[src/design/nav_fmt_pkg.sv]
// Function
// - geodetic position goes out as id 32, 24 bytes: latitude, longitude, height as fp64 at 0, 8, 16.
// - earth-centred position goes out as id 33, 24 bytes: x, y, z as fp64 in that order.
// - grid-zone position goes out as id 34, 26 bytes, opening with northing, easting, height fp64.
// - grid-zone zone number is an unsigned byte at 24 and zone letter a signed byte at 25.
// - north-east-down velocity goes out as id 35, 12 bytes of three fp32.
// - body-frame velocity goes out as id 36, 12 bytes: x, y, z fp32 at 0, 4, 8.
// - acceleration with gravity goes out as id 37, 12 bytes of three fp32.
// - body acceleration without gravity goes out as id 38, 16 bytes, load factor at 12.
// - euler orientation goes out as id 39, 12 bytes: roll, pitch, heading fp32.
// - quaternion goes out as id 40, 16 bytes: scalar, then x, y, z fp32.
// - rotation matrix goes out as id 41, 36 bytes: nine fp32 row-major at 4-byte steps.
package nav_fmt_pkg;
  // ************************************************************
  // packet identifiers and payload lengths
  // ************************************************************
  localparam logic [7:0] ID_GEODETIC = 8'h20;
  localparam logic [7:0] ID_ECEF     = 8'h21;
  localparam logic [7:0] ID_GRID     = 8'h22;
  localparam logic [7:0] ID_NED_VEL  = 8'h23;
  localparam logic [7:0] ID_BODY_VEL = 8'h24;
  localparam logic [7:0] ID_ACCEL    = 8'h25;
  localparam logic [7:0] ID_BODY_ACC = 8'h26;
  localparam logic [7:0] ID_EULER    = 8'h27;
  localparam logic [7:0] ID_QUAT     = 8'h28;
  localparam logic [7:0] ID_DCM      = 8'h29;
  localparam logic [7:0] LEN_GEODETIC = 8'h18;
  localparam logic [7:0] LEN_ECEF     = 8'h18;
  localparam logic [7:0] LEN_GRID     = 8'h1a;
  localparam logic [7:0] LEN_VEC3     = 8'h0c;
  localparam logic [7:0] LEN_BODY_ACC = 8'h10;
  localparam logic [7:0] LEN_QUAT     = 8'h10;
  localparam logic [7:0] LEN_DCM      = 8'h24;
  localparam logic [7:0] OFS_ZONE_NUM  = 8'h18;
  localparam logic [7:0] OFS_ZONE_CHAR = 8'h19;
  localparam int         PAYLOAD_MAX   = 36;
  localparam int         NUM_PACKETS   = 10;

  typedef struct packed {
    logic [63:0] lat;
    logic [63:0] lon;
    logic [63:0] hgt;
    logic [63:0] ecef_x;
    logic [63:0] ecef_y;
    logic [63:0] ecef_z;
    logic [63:0] northing;
    logic [63:0] easting;
    logic [63:0] grid_hgt;
    logic [7:0]  zone_num;
    logic [7:0]  zone_char;
    logic [2:0][31:0] ned_vel;
    logic [2:0][31:0] body_vel;
    logic [2:0][31:0] accel;
    logic [2:0][31:0] body_acc;
    logic [31:0] load_g;
    logic [2:0][31:0] euler;
    logic [31:0] quat_scalar_part;
    logic [31:0] quat_x_part;
    logic [31:0] quat_y_part;
    logic [31:0] quat_z_part;
    logic [8:0][31:0] rot;
  } nav_solution_t;

  typedef struct packed {
    logic [7:0] data;
    logic [7:0] id;
    logic [7:0] index;
    logic       first;
    logic       last;
  } byte_beat_t;

  typedef enum logic [1:0] {
    ST_IDLE = 2'b00,
    ST_SEND = 2'b01,
    ST_NEXT = 2'b11
  } fmt_state_t;
endpackage

[src/design/nav_state_packet_formatter.sv]
`timescale 1ns/1ps
`default_nettype none
module nav_state_packet_formatter (
  input  wire logic                       clk_in,
  input  wire logic                       rstn_in,
  input  wire nav_fmt_pkg::nav_solution_t sol_in,
  input  wire logic                       sol_valid_in,
  input  wire logic [9:0]                 pkt_enable_in,
  output logic                            sol_ready_out,
  output nav_fmt_pkg::byte_beat_t         beat_out,
  output logic                            beat_valid_out,
  input  wire logic                       beat_ready_in,
  output logic [7:0]                      pkt_len_out,
  output logic                            busy_out
);
  import nav_fmt_pkg::*;

  // ************************************************************
  // payload builder
  // ************************************************************
  // little-endian packing
  function automatic logic [8*PAYLOAD_MAX-1:0] put(input logic [8*PAYLOAD_MAX-1:0] buf_in,
      input int ofs, input logic [63:0] val, input int nbytes);
    logic [8*PAYLOAD_MAX-1:0] b;
    b = buf_in;
    for (int i = 0; i < 8; i++) begin
      if (i < nbytes) begin
        b[8*(ofs+i) +: 8] = val[8*i +: 8];
      end
    end
    return b;
  endfunction

  function automatic logic [7:0] len_of(input int k);
    case (k)
      0: return LEN_GEODETIC;
      1: return LEN_ECEF;
      2: return LEN_GRID;
      6: return LEN_BODY_ACC;
      8: return LEN_QUAT;
      9: return LEN_DCM;
      default: return LEN_VEC3;
    endcase
  endfunction

  function automatic logic [7:0] id_of(input int k);
    case (k)
      0: return ID_GEODETIC;
      1: return ID_ECEF;
      2: return ID_GRID;
      3: return ID_NED_VEL;
      4: return ID_BODY_VEL;
      5: return ID_ACCEL;
      6: return ID_BODY_ACC;
      7: return ID_EULER;
      8: return ID_QUAT;
      default: return ID_DCM;
    endcase
  endfunction

  nav_solution_t            epoch_ff;
  fmt_state_t               state_ff;
  logic [3:0]               pkt_ff;
  logic [7:0]               idx_ff;
  logic [9:0]               pend_ff;
  logic [8*PAYLOAD_MAX-1:0] payload;
  logic                     take;
  logic                     beat_last;

  always_comb begin
    payload = '0;
    case (pkt_ff)
      4'h0: begin
        payload = put(payload, 0, epoch_ff.lat, 8);
        payload = put(payload, 8, epoch_ff.lon, 8);
        payload = put(payload, 16, epoch_ff.hgt, 8);
      end
      4'h1: begin
        payload = put(payload, 0, epoch_ff.ecef_x, 8);
        payload = put(payload, 8, epoch_ff.ecef_y, 8);
        payload = put(payload, 16, epoch_ff.ecef_z, 8);
      end
      4'h2: begin
        payload = put(payload, 0, epoch_ff.northing, 8);
        payload = put(payload, 8, epoch_ff.easting, 8);
        payload = put(payload, 16, epoch_ff.grid_hgt, 8);
        payload = put(payload, int'(OFS_ZONE_NUM), {56'h0, epoch_ff.zone_num}, 1);
        payload = put(payload, int'(OFS_ZONE_CHAR), {56'h0, epoch_ff.zone_char}, 1);
      end
      4'h3: begin
        for (int i = 0; i < 3; i++) payload = put(payload, 4*i, {32'h0, epoch_ff.ned_vel[i]}, 4);
      end
      4'h4: begin
        for (int i = 0; i < 3; i++) payload = put(payload, 4*i, {32'h0, epoch_ff.body_vel[i]}, 4);
      end
      4'h5: begin
        for (int i = 0; i < 3; i++) payload = put(payload, 4*i, {32'h0, epoch_ff.accel[i]}, 4);
      end
      4'h6: begin
        for (int i = 0; i < 3; i++) payload = put(payload, 4*i, {32'h0, epoch_ff.body_acc[i]}, 4);
        payload = put(payload, 12, {32'h0, epoch_ff.load_g}, 4);
      end
      4'h7: begin
        for (int i = 0; i < 3; i++) payload = put(payload, 4*i, {32'h0, epoch_ff.euler[i]}, 4);
      end
      4'h8: begin
        payload = put(payload, 0, {32'h0, epoch_ff.quat_scalar_part}, 4);
        payload = put(payload, 4, {32'h0, epoch_ff.quat_x_part}, 4);
        payload = put(payload, 8, {32'h0, epoch_ff.quat_y_part}, 4);
        payload = put(payload, 12, {32'h0, epoch_ff.quat_z_part}, 4);
      end
      4'h9: begin
        for (int i = 0; i < 9; i++) payload = put(payload, 4*i, {32'h0, epoch_ff.rot[i]}, 4);
      end
      default: payload = '0;
    endcase
  end

  // ************************************************************
  // epoch capture and sequencing
  // ************************************************************
  assign sol_ready_out  = (state_ff == ST_IDLE);
  assign take           = sol_ready_out && sol_valid_in && (pkt_enable_in != 10'h000);
  assign beat_valid_out = (state_ff == ST_SEND);
  assign beat_last      = (idx_ff == len_of(int'(pkt_ff)) - 8'h01);
  assign busy_out       = (state_ff != ST_IDLE);

  always_ff @(posedge clk_in) begin
    if (!rstn_in) begin
      epoch_ff <= '0;
    end else if (take) begin
      epoch_ff <= sol_in;
    end
  end

  function automatic logic [3:0] first_set(input logic [9:0] m);
    logic [3:0] r;
    r = 4'h0;
    for (int i = NUM_PACKETS - 1; i >= 0; i--) begin
      if (m[i]) r = 4'(i);
    end
    return r;
  endfunction

  always_ff @(posedge clk_in) begin
    if (!rstn_in) begin
      state_ff <= ST_IDLE;
      pkt_ff   <= 4'h0;
      idx_ff   <= 8'h00;
      pend_ff  <= 10'h000;
    end else begin
      case (state_ff)
        ST_IDLE: begin
          if (take) begin
            pend_ff  <= pkt_enable_in;
            pkt_ff   <= first_set(pkt_enable_in);
            idx_ff   <= 8'h00;
            state_ff <= ST_SEND;
          end
        end
        ST_SEND: begin
          if (beat_ready_in) begin
            if (beat_last) begin
              pend_ff[pkt_ff] <= 1'b0;
              state_ff        <= ST_NEXT;
            end else begin
              idx_ff <= idx_ff + 8'h01;
            end
          end
        end
        ST_NEXT: begin
          idx_ff <= 8'h00;
          if (pend_ff == 10'h000) begin
            state_ff <= ST_IDLE;
          end else begin
            pkt_ff   <= first_set(pend_ff);
            state_ff <= ST_SEND;
          end
        end
        default: state_ff <= ST_IDLE;
      endcase
    end
  end

  // data straight from the epoch register, indexed by the byte counter
  always_comb begin
    beat_out.data  = payload[8*idx_ff +: 8];
    beat_out.id    = id_of(int'(pkt_ff));
    beat_out.index = idx_ff;
    beat_out.first = (idx_ff == 8'h00);
    beat_out.last  = beat_last;
    pkt_len_out    = len_of(int'(pkt_ff));
  end

  // ************************************************************
  // checks
  // ************************************************************
  a_epoch_held_stable: assert property (@(posedge clk_in) disable iff (!rstn_in)
    busy_out && !take |=> $stable(epoch_ff))
    else $error("epoch changed mid packet");
  a_grid_zone_bytes: assert property (@(posedge clk_in) disable iff (!rstn_in)
    beat_valid_out && beat_out.id == ID_GRID && beat_out.index == OFS_ZONE_CHAR
      |-> beat_out.data == epoch_ff.zone_char && beat_out.last)
    else $error("zone letter misplaced");
  a_geo_length_ok: assert property (@(posedge clk_in) disable iff (!rstn_in)
    beat_valid_out && beat_out.last && beat_out.id == ID_GEODETIC |-> beat_out.index == 8'h17)
    else $error("geodetic length wrong");
  a_ecef_lsb_first: assert property (@(posedge clk_in) disable iff (!rstn_in)
    beat_valid_out && beat_out.id == ID_ECEF && beat_out.first
      |-> beat_out.data == epoch_ff.ecef_x[7:0])
    else $error("ecef not lsb first");
  a_quat_scalar_first: assert property (@(posedge clk_in) disable iff (!rstn_in)
    beat_valid_out && beat_out.id == ID_QUAT && beat_out.first
      |-> beat_out.data == epoch_ff.quat_scalar_part[7:0])
    else $error("quaternion order wrong");
  a_dcm_length_ok: assert property (@(posedge clk_in) disable iff (!rstn_in)
    beat_valid_out && beat_out.last && beat_out.id == ID_DCM |-> beat_out.index == 8'h23)
    else $error("matrix length wrong");
  a_load_factor_pos: assert property (@(posedge clk_in) disable iff (!rstn_in)
    beat_valid_out && beat_out.id == ID_BODY_ACC && beat_out.index == 8'h0c
      |-> beat_out.data == epoch_ff.load_g[7:0])
    else $error("load factor misplaced");
  a_vec_length_ok: assert property (@(posedge clk_in) disable iff (!rstn_in)
    beat_valid_out && beat_out.last && beat_out.id == ID_NED_VEL |-> beat_out.index == 8'h0b)
    else $error("velocity length wrong");
  a_beat_held_stall: assert property (@(posedge clk_in) disable iff (!rstn_in)
    beat_valid_out && !beat_ready_in |=> beat_valid_out && $stable(beat_out))
    else $error("beat dropped under stall");
endmodule
`default_nettype wire

[config.mk]
export PLATFORM = sky130hd
export DESIGN_NAME = nav_state_packet_formatter
export DESIGN_NICKNAME = d
export VERILOG_FILES = /design/src/design/nav_fmt_pkg.sv /design/src/design/nav_state_packet_formatter.sv
export SDC_FILE = /design/constraint.sdc
export NUM_CORES = 2
export LEC_CHECK = 0
export ABC_AREA = 1
export CORE_AREA = 8 8 601 603
export DETAILED_ROUTE_END_ITERATION = 10
export DIE_AREA = 0 0 609 611
export DONT_BUFFER_PORTS = 1
export GPL_TIMING_DRIVEN = 0
export PLACE_DENSITY = 0.37
export SYNTH_ARGS = -nofsm -noshare
export SYNTH_HDL_FRONTEND = slang
export SYNTH_SLANG_ARGS = --single-unit
[constraint.sdc]
create_clock -name clk_in -period 2.8 [get_ports clk_in]
set_input_delay 0.56 -clock clk_in [delete_from_list [all_inputs] [get_ports clk_in]]
set_output_delay 0.56 -clock clk_in [all_outputs]
set_load 0.02 [all_outputs]
* Word level (Yosys, flattened, before mapping)
Memory sizes are Yosys's and may differ from the RTL's. A register that Yosys moved wholly into a read port is not among the register bits.
Cells that the tools add are included.
** Cells by class
- $add $sub $neg :: 2
- $lt $le $gt $ge :: 2
- Equal/unequal tests :: 17
- Shift-type cells :: 1
- Muxes and demuxes :: 42
- Bitwise gates (word level) :: 2
- Reductions and logical operators :: 18
** Operators with widths (count)
- 288-bit one-hot mux with 10 select lines :: 1
- 288-bit by 12-bit indexed part select with 8-bit output :: 1
- 4-bit two-way mux :: 24
- 10-bit two-way mux :: 3
- 8-bit two-way mux :: 3
- 6-bit one-hot mux with 4 select lines :: 1
- 8-bit one-hot mux with 3 select lines :: 1
- 10-bit one-hot mux with 2 select lines :: 1
- 4-bit by 3-bit equality test with 1-bit output, second input constant :: 4
- 10-bit AND :: 1
- 10-bit logical NOT :: 1
- 10-bit NOT :: 1
- 10-bit nonzero test :: 1
- 8-bit by 1-bit adder with 8-bit output, second input constant :: 1
- 4-bit by 2-bit equality test with 1-bit output, second input constant :: 2
- 4-bit equality test, second input constant :: 2
- 8-bit equality test :: 1
- 8-bit logical NOT :: 1
- 4-bit one-hot mux with 2 select lines :: 1
- 4-bit AND reduction :: 2
- 8-bit by 1-bit subtractor with 8-bit output, second input constant :: 1
- 2-bit two-way mux :: 3
- 2-bit by 1-bit inequality test with 1-bit output, second input constant :: 3
- 2-bit one-hot mux with 3 select lines :: 1
- other kinds (15) :: 23
** Word-level totals
- Flip-flop bits (word level) :: 1544
- ROM bits :: 64
- Bits of input ports :: 1534
- Output and inout bits :: 37
- Logic and storage cells :: 129
- Memories kept :: 1
** Memory list
- (no name shown) :: depth 16, bits a word 4, rd ports 1, clocked after Yosys merged registers in 1, write ports 0, RTL line nav_state_packet_formatter.sv:47 : case (k)

* Logic depth before layout (Yosys ltp)
- Word-level depth :: 14
- Mapped depth :: 22
- Gate-level depth less buffers :: 19

* Worst setup path before layout
Ideal clock, no wire load.
- Path type :: register -> output
- Start :: register pkt_ff[3]
- End :: output beat_out[0] (netlist bit)
- Arrival time :: 2.785 ns
- Required time :: 2.240 ns
- Path slack :: -0.545 ns
- Cell stages (with the launch flop) :: 17
- Path buffers :: 3
- Path through :: dfxtp_1 > inv_1 > nor2_4 > nand2_2 > inv_2 > buf_4 > buf_2 > nor3_1 > inv_1 > ha_1 > xnor2_1 > nor3_1 > o21ai_0 > a21oi_1 > nand3_1 > inv_1 > buf_4
** Between the ends
- Cells in the longest elaborated chain, start to end :: 5
- Elaborated cells between the ends (all ways) :: 11
** Ends and longest elaborated chain
- start, declared :: RTL line nav_state_packet_formatter.sv:63 : logic [3:0] pkt_ff;
- start signal, assigned :: RTL line nav_state_packet_formatter.sv:156 : pkt_ff <= first_set(pkt_enable_in);
- start signal, assigned :: RTL line nav_state_packet_formatter.sv:176 : pkt_ff <= first_set(pend_ff);
- 4-bit equality test, or another cell as far along
- 2-bit OR reduction (no source line)
- 6-bit one-hot mux with 4 select lines *
- net pkt_len_out[2] :: RTL line nav_state_packet_formatter.sv:13 : output logic [7:0] pkt_len_out,
- 8-bit by 1-bit subtractor with 8-bit output * :: RTL line nav_state_packet_formatter.sv:125 : assign beat_last = (idx_ff == len_of(int'(pkt_ff)) - 8'h01);
- 8-bit equality test * :: RTL line nav_state_packet_formatter.sv:125
- end, declared :: RTL line nav_state_packet_formatter.sv:10 : output nav_fmt_pkg::byte_beat_t beat_out,
Mark *: on every way through the listed nets, which the timed path passes. The rest lies on a longest branch.

==> results.yml <==
status:
  run_status: "complete, but fails checks"
  violations: "max-capacitance violations, max-slew violations, negative setup slack"
critical_path:
  r2r-start: "pkt_ff[1]"
  r2r_end: "pend_ff[1]"
  worst_ep_required_time_ns: 2.24
  reg2reg_slack_ns: -1.20
  startpoint_type: "flip-flop"
  crit_arrival_ns: 4.21
  worst-r2r-cell-count: 23
  crit_type: "reg2out"
  worstPathMaxFanout: 9
  critPathMaxStageDelay_ns: 0.60
  slowest_stage: "nand3b_1"
  crit_chain: "nor2_4, buf_12, nand2_8, inv_8, buf_16, nand2_1, nand4_1, nand3b_1, nand3_2, nand2_2, inv_2, nand2_4, o21ai_4, nand2_2, nand2_2, nor2_4"
  worst_path_most_repeated_cell: "nand2_2"
  end_kind: "output pin"
clocking:
  htreeDepth: 4
  cts.clk_slew.worst_paths_ns: 0.06
  cts-root-buf: "clkbuf_16"
  cts_inserted_buffers: 197
  clock_path_buffers: 4
  clock_sinks: 1548
  worstSkewPairLatency_ns: 0.97
  cts_tree: "yes"
sta:
  timing.hold.ws_ns: 0.114
  hold_viol: 0
  grt_setup_unrepaired: "true"
  finalSetupViolCount: 227
  drv_slew: 22
  period_share: 1.70
  worstMarginPinSlew_ns: 1.56
  fin_skew_ns: 0.0847
  relSlewSlack: -0.0373
  timing.fmax_mhz: 210
  layout_min_cycle_time_ns: 4.77
  setup_ws_ns: -1.97
yosys:
  synth.avg_cell_area_um2: 6.74
  postSynth.asyncResetShare: 0
  syn_area_um2: 66300
  ys_ff_latch: 1548
  synth_commonest_cells: "nor2_1 (2990), o21ai_0 (1696), dfxtp_1 (1548)"
  synthDistinctLibCells: 39
  yosys.area.top_type: "dfxtp_1"
  synth_top_area_share: 0.467
  synth-seq-area-share: 0.467
  synthFlopType: "dfxtp_1"
  yosysWarnings: 0
  synthCells: 9837
  synth_area_leaders: "dfxtp_1 (47%), nor2_1 (17%), o21ai_0 (13%)"
  yosysMostFrequentCell: "nor2_1"
  synth_edf_count: 0
place:
  dp_cells: 14479
  hpwl_mm: 562
  port_buffers: 0
  place_congestion: 1.01
  pre_cts_ws_ns: -3.71
die:
  row_count: 218
  die_y_um: 611
  pin_count: 1571
  core_um2: 351000
  die_w_um: 609
  die-area_um2: 372000
  start_util: 0.189
global_routing:
  grt_overflow: 0
  grt_antenna_before_repair: 583
  grtUsageTotal: 0.355
  grt_pass1_vias: 80282
  grt_max_degree: 20
  grt_pass1_wl_mm: 866
worst_hold_path:
  holdPathStages: 4
  hold_end: "state_ff[1]"
  hp-class: "in2reg"
  hp-start: "beat_ready_in"
drt:
  via_count: 87534
  drtPass1Iterations: 8
  via_per_inst: 5.16
  ant_nets: 0
  wl_mm: 708
  avgRoutedWirePerCell_um: 41.7
  drt_iter0_drc: 12315
  drc: 0
final_layout:
  syn_to_final_growth_pct: 59.6
  nets: 13350
  layout-drive-gt1-share: 0.143
  stdcell_count: 16976
pwr:
  power_density_nw_per_um2: 705
  p_leak_nw: 43.2
  max-vdd-ir-drop_uv: 521
flow_run:
  cap_violations: 2
## stage by stage
step	instance area (µm²)	total power [mW]	TNS (ns)	utilization
detailed placement	72600	40.1	-2174.64	0.207
global placement	72200	40.0	-4235.80	0.205
global route	105000	75.8	-116.40	0.300
CTS	102000	72.8	-67.98	0.291
floorplan	66400	31.7	0	-
finish	106000	74.6	-47.13	0.301
## cell usage in the layout (no fill, tap or decap), types with 87 or more instances in the layout
cell type / count
buf_12: 123
buf_6: 88
dlygate4sd3_1: 1529
inv_1: 316
dfxtp_1: 1539
nor2_2: 160
buf_4: 174
clkbuf_16: 240
nand2_1: 1425
nor2_4: 173
clkbuf_8: 87
o21ai_0: 1629
clkbuf_1: 249
nand3_1: 330
a21oi_1: 336
nor2_1: 2666
diode_2: 381
## critical path: cells and delay by family (launching register included)
| family | cells | cell delay [ns] |
|---|---|---|
| buffers and inverters | 4 | 0.47 |
| AND/OR/NAND/NOR | 11 | 2.12 |
| flip-flops | 1 | 0.49 |
| AO/OA/AOI/OAI | 1 | 0.18 |
## where the power goes
part	switching, mW	internal, mW	leakage, nW
registers	1.69	24.4	12.8
logic	13.9	6.39	27.0
clock network	11.8	16.4	3.37
total	27.4	47.2	43.2
## worst max-delay path by stage
stage | startpoint | slack (ns) | depth (start not counted) | endpoint
floorplan | pkt_ff[0] | 0.001 | 16 | beat_out[0]
global placement | pkt_ff[0] | -3.88 | 16 | beat_out[19]
detailed placement | pkt_ff[0] | -3.71 | 14 | beat_out[23]
CTS | pkt_ff[2] | -1.85 | 17 | beat_out[23]
global route | pkt_ff[0] | -1.85 | 17 | beat_out[0]
finish | pkt_ff[1] | -1.97 | 16 | beat_out[19]
## state kept, by name, summed over array words and instances (netlist names)
name and flops:
beat_out 4, idx_ff 8, pkt_ff 4, state_ff 2, epoch_ff 1520, pend_ff 10
## logic make-up after synthesis
logic type,count (synthesis),synth area share
other,2,0.000113
adders and majority gates,3,0.000566
xor gates and xnor gates,5,0.000660
DFF,1548,0.467
buffers and inverters,1080,0.0665
AOI/OAI and AO/OA,2176,0.167
and+or+nand+nor,5023,0.297
## timing repair
item,4_1_cts,5_1_grt
setup buffers,140,72
pin swaps,101,85
endpoints found under the setup margin,1565,1404
endpoints found under the hold margin,1529,0
gates resized for setup,1701,595
cloned,11,26
hold buffers,1529,0
## routing by layer
layer	part of all wire	GRT usage	vias up
met1	0.40	0.447	42621
met4	0.081	0.217	196
li1	-	-	36273
met3	0.10	0.107	2055
met5	0.0020	0	-
met2	0.41	0.531	6389
## area by class of cell
type	count	area (µm²)
clock inverter	70	1050
inverter	339	1370
buffer	729	6700
antenna	381	953
sequential	1548	31000
timing repair buffer	1784	19000
tap	4620	5780
fill	38527	245000
multi-input combinational	7214	34100
clock buffer	291	5820
Note: power is estimated with default switching activity, not from simulation.
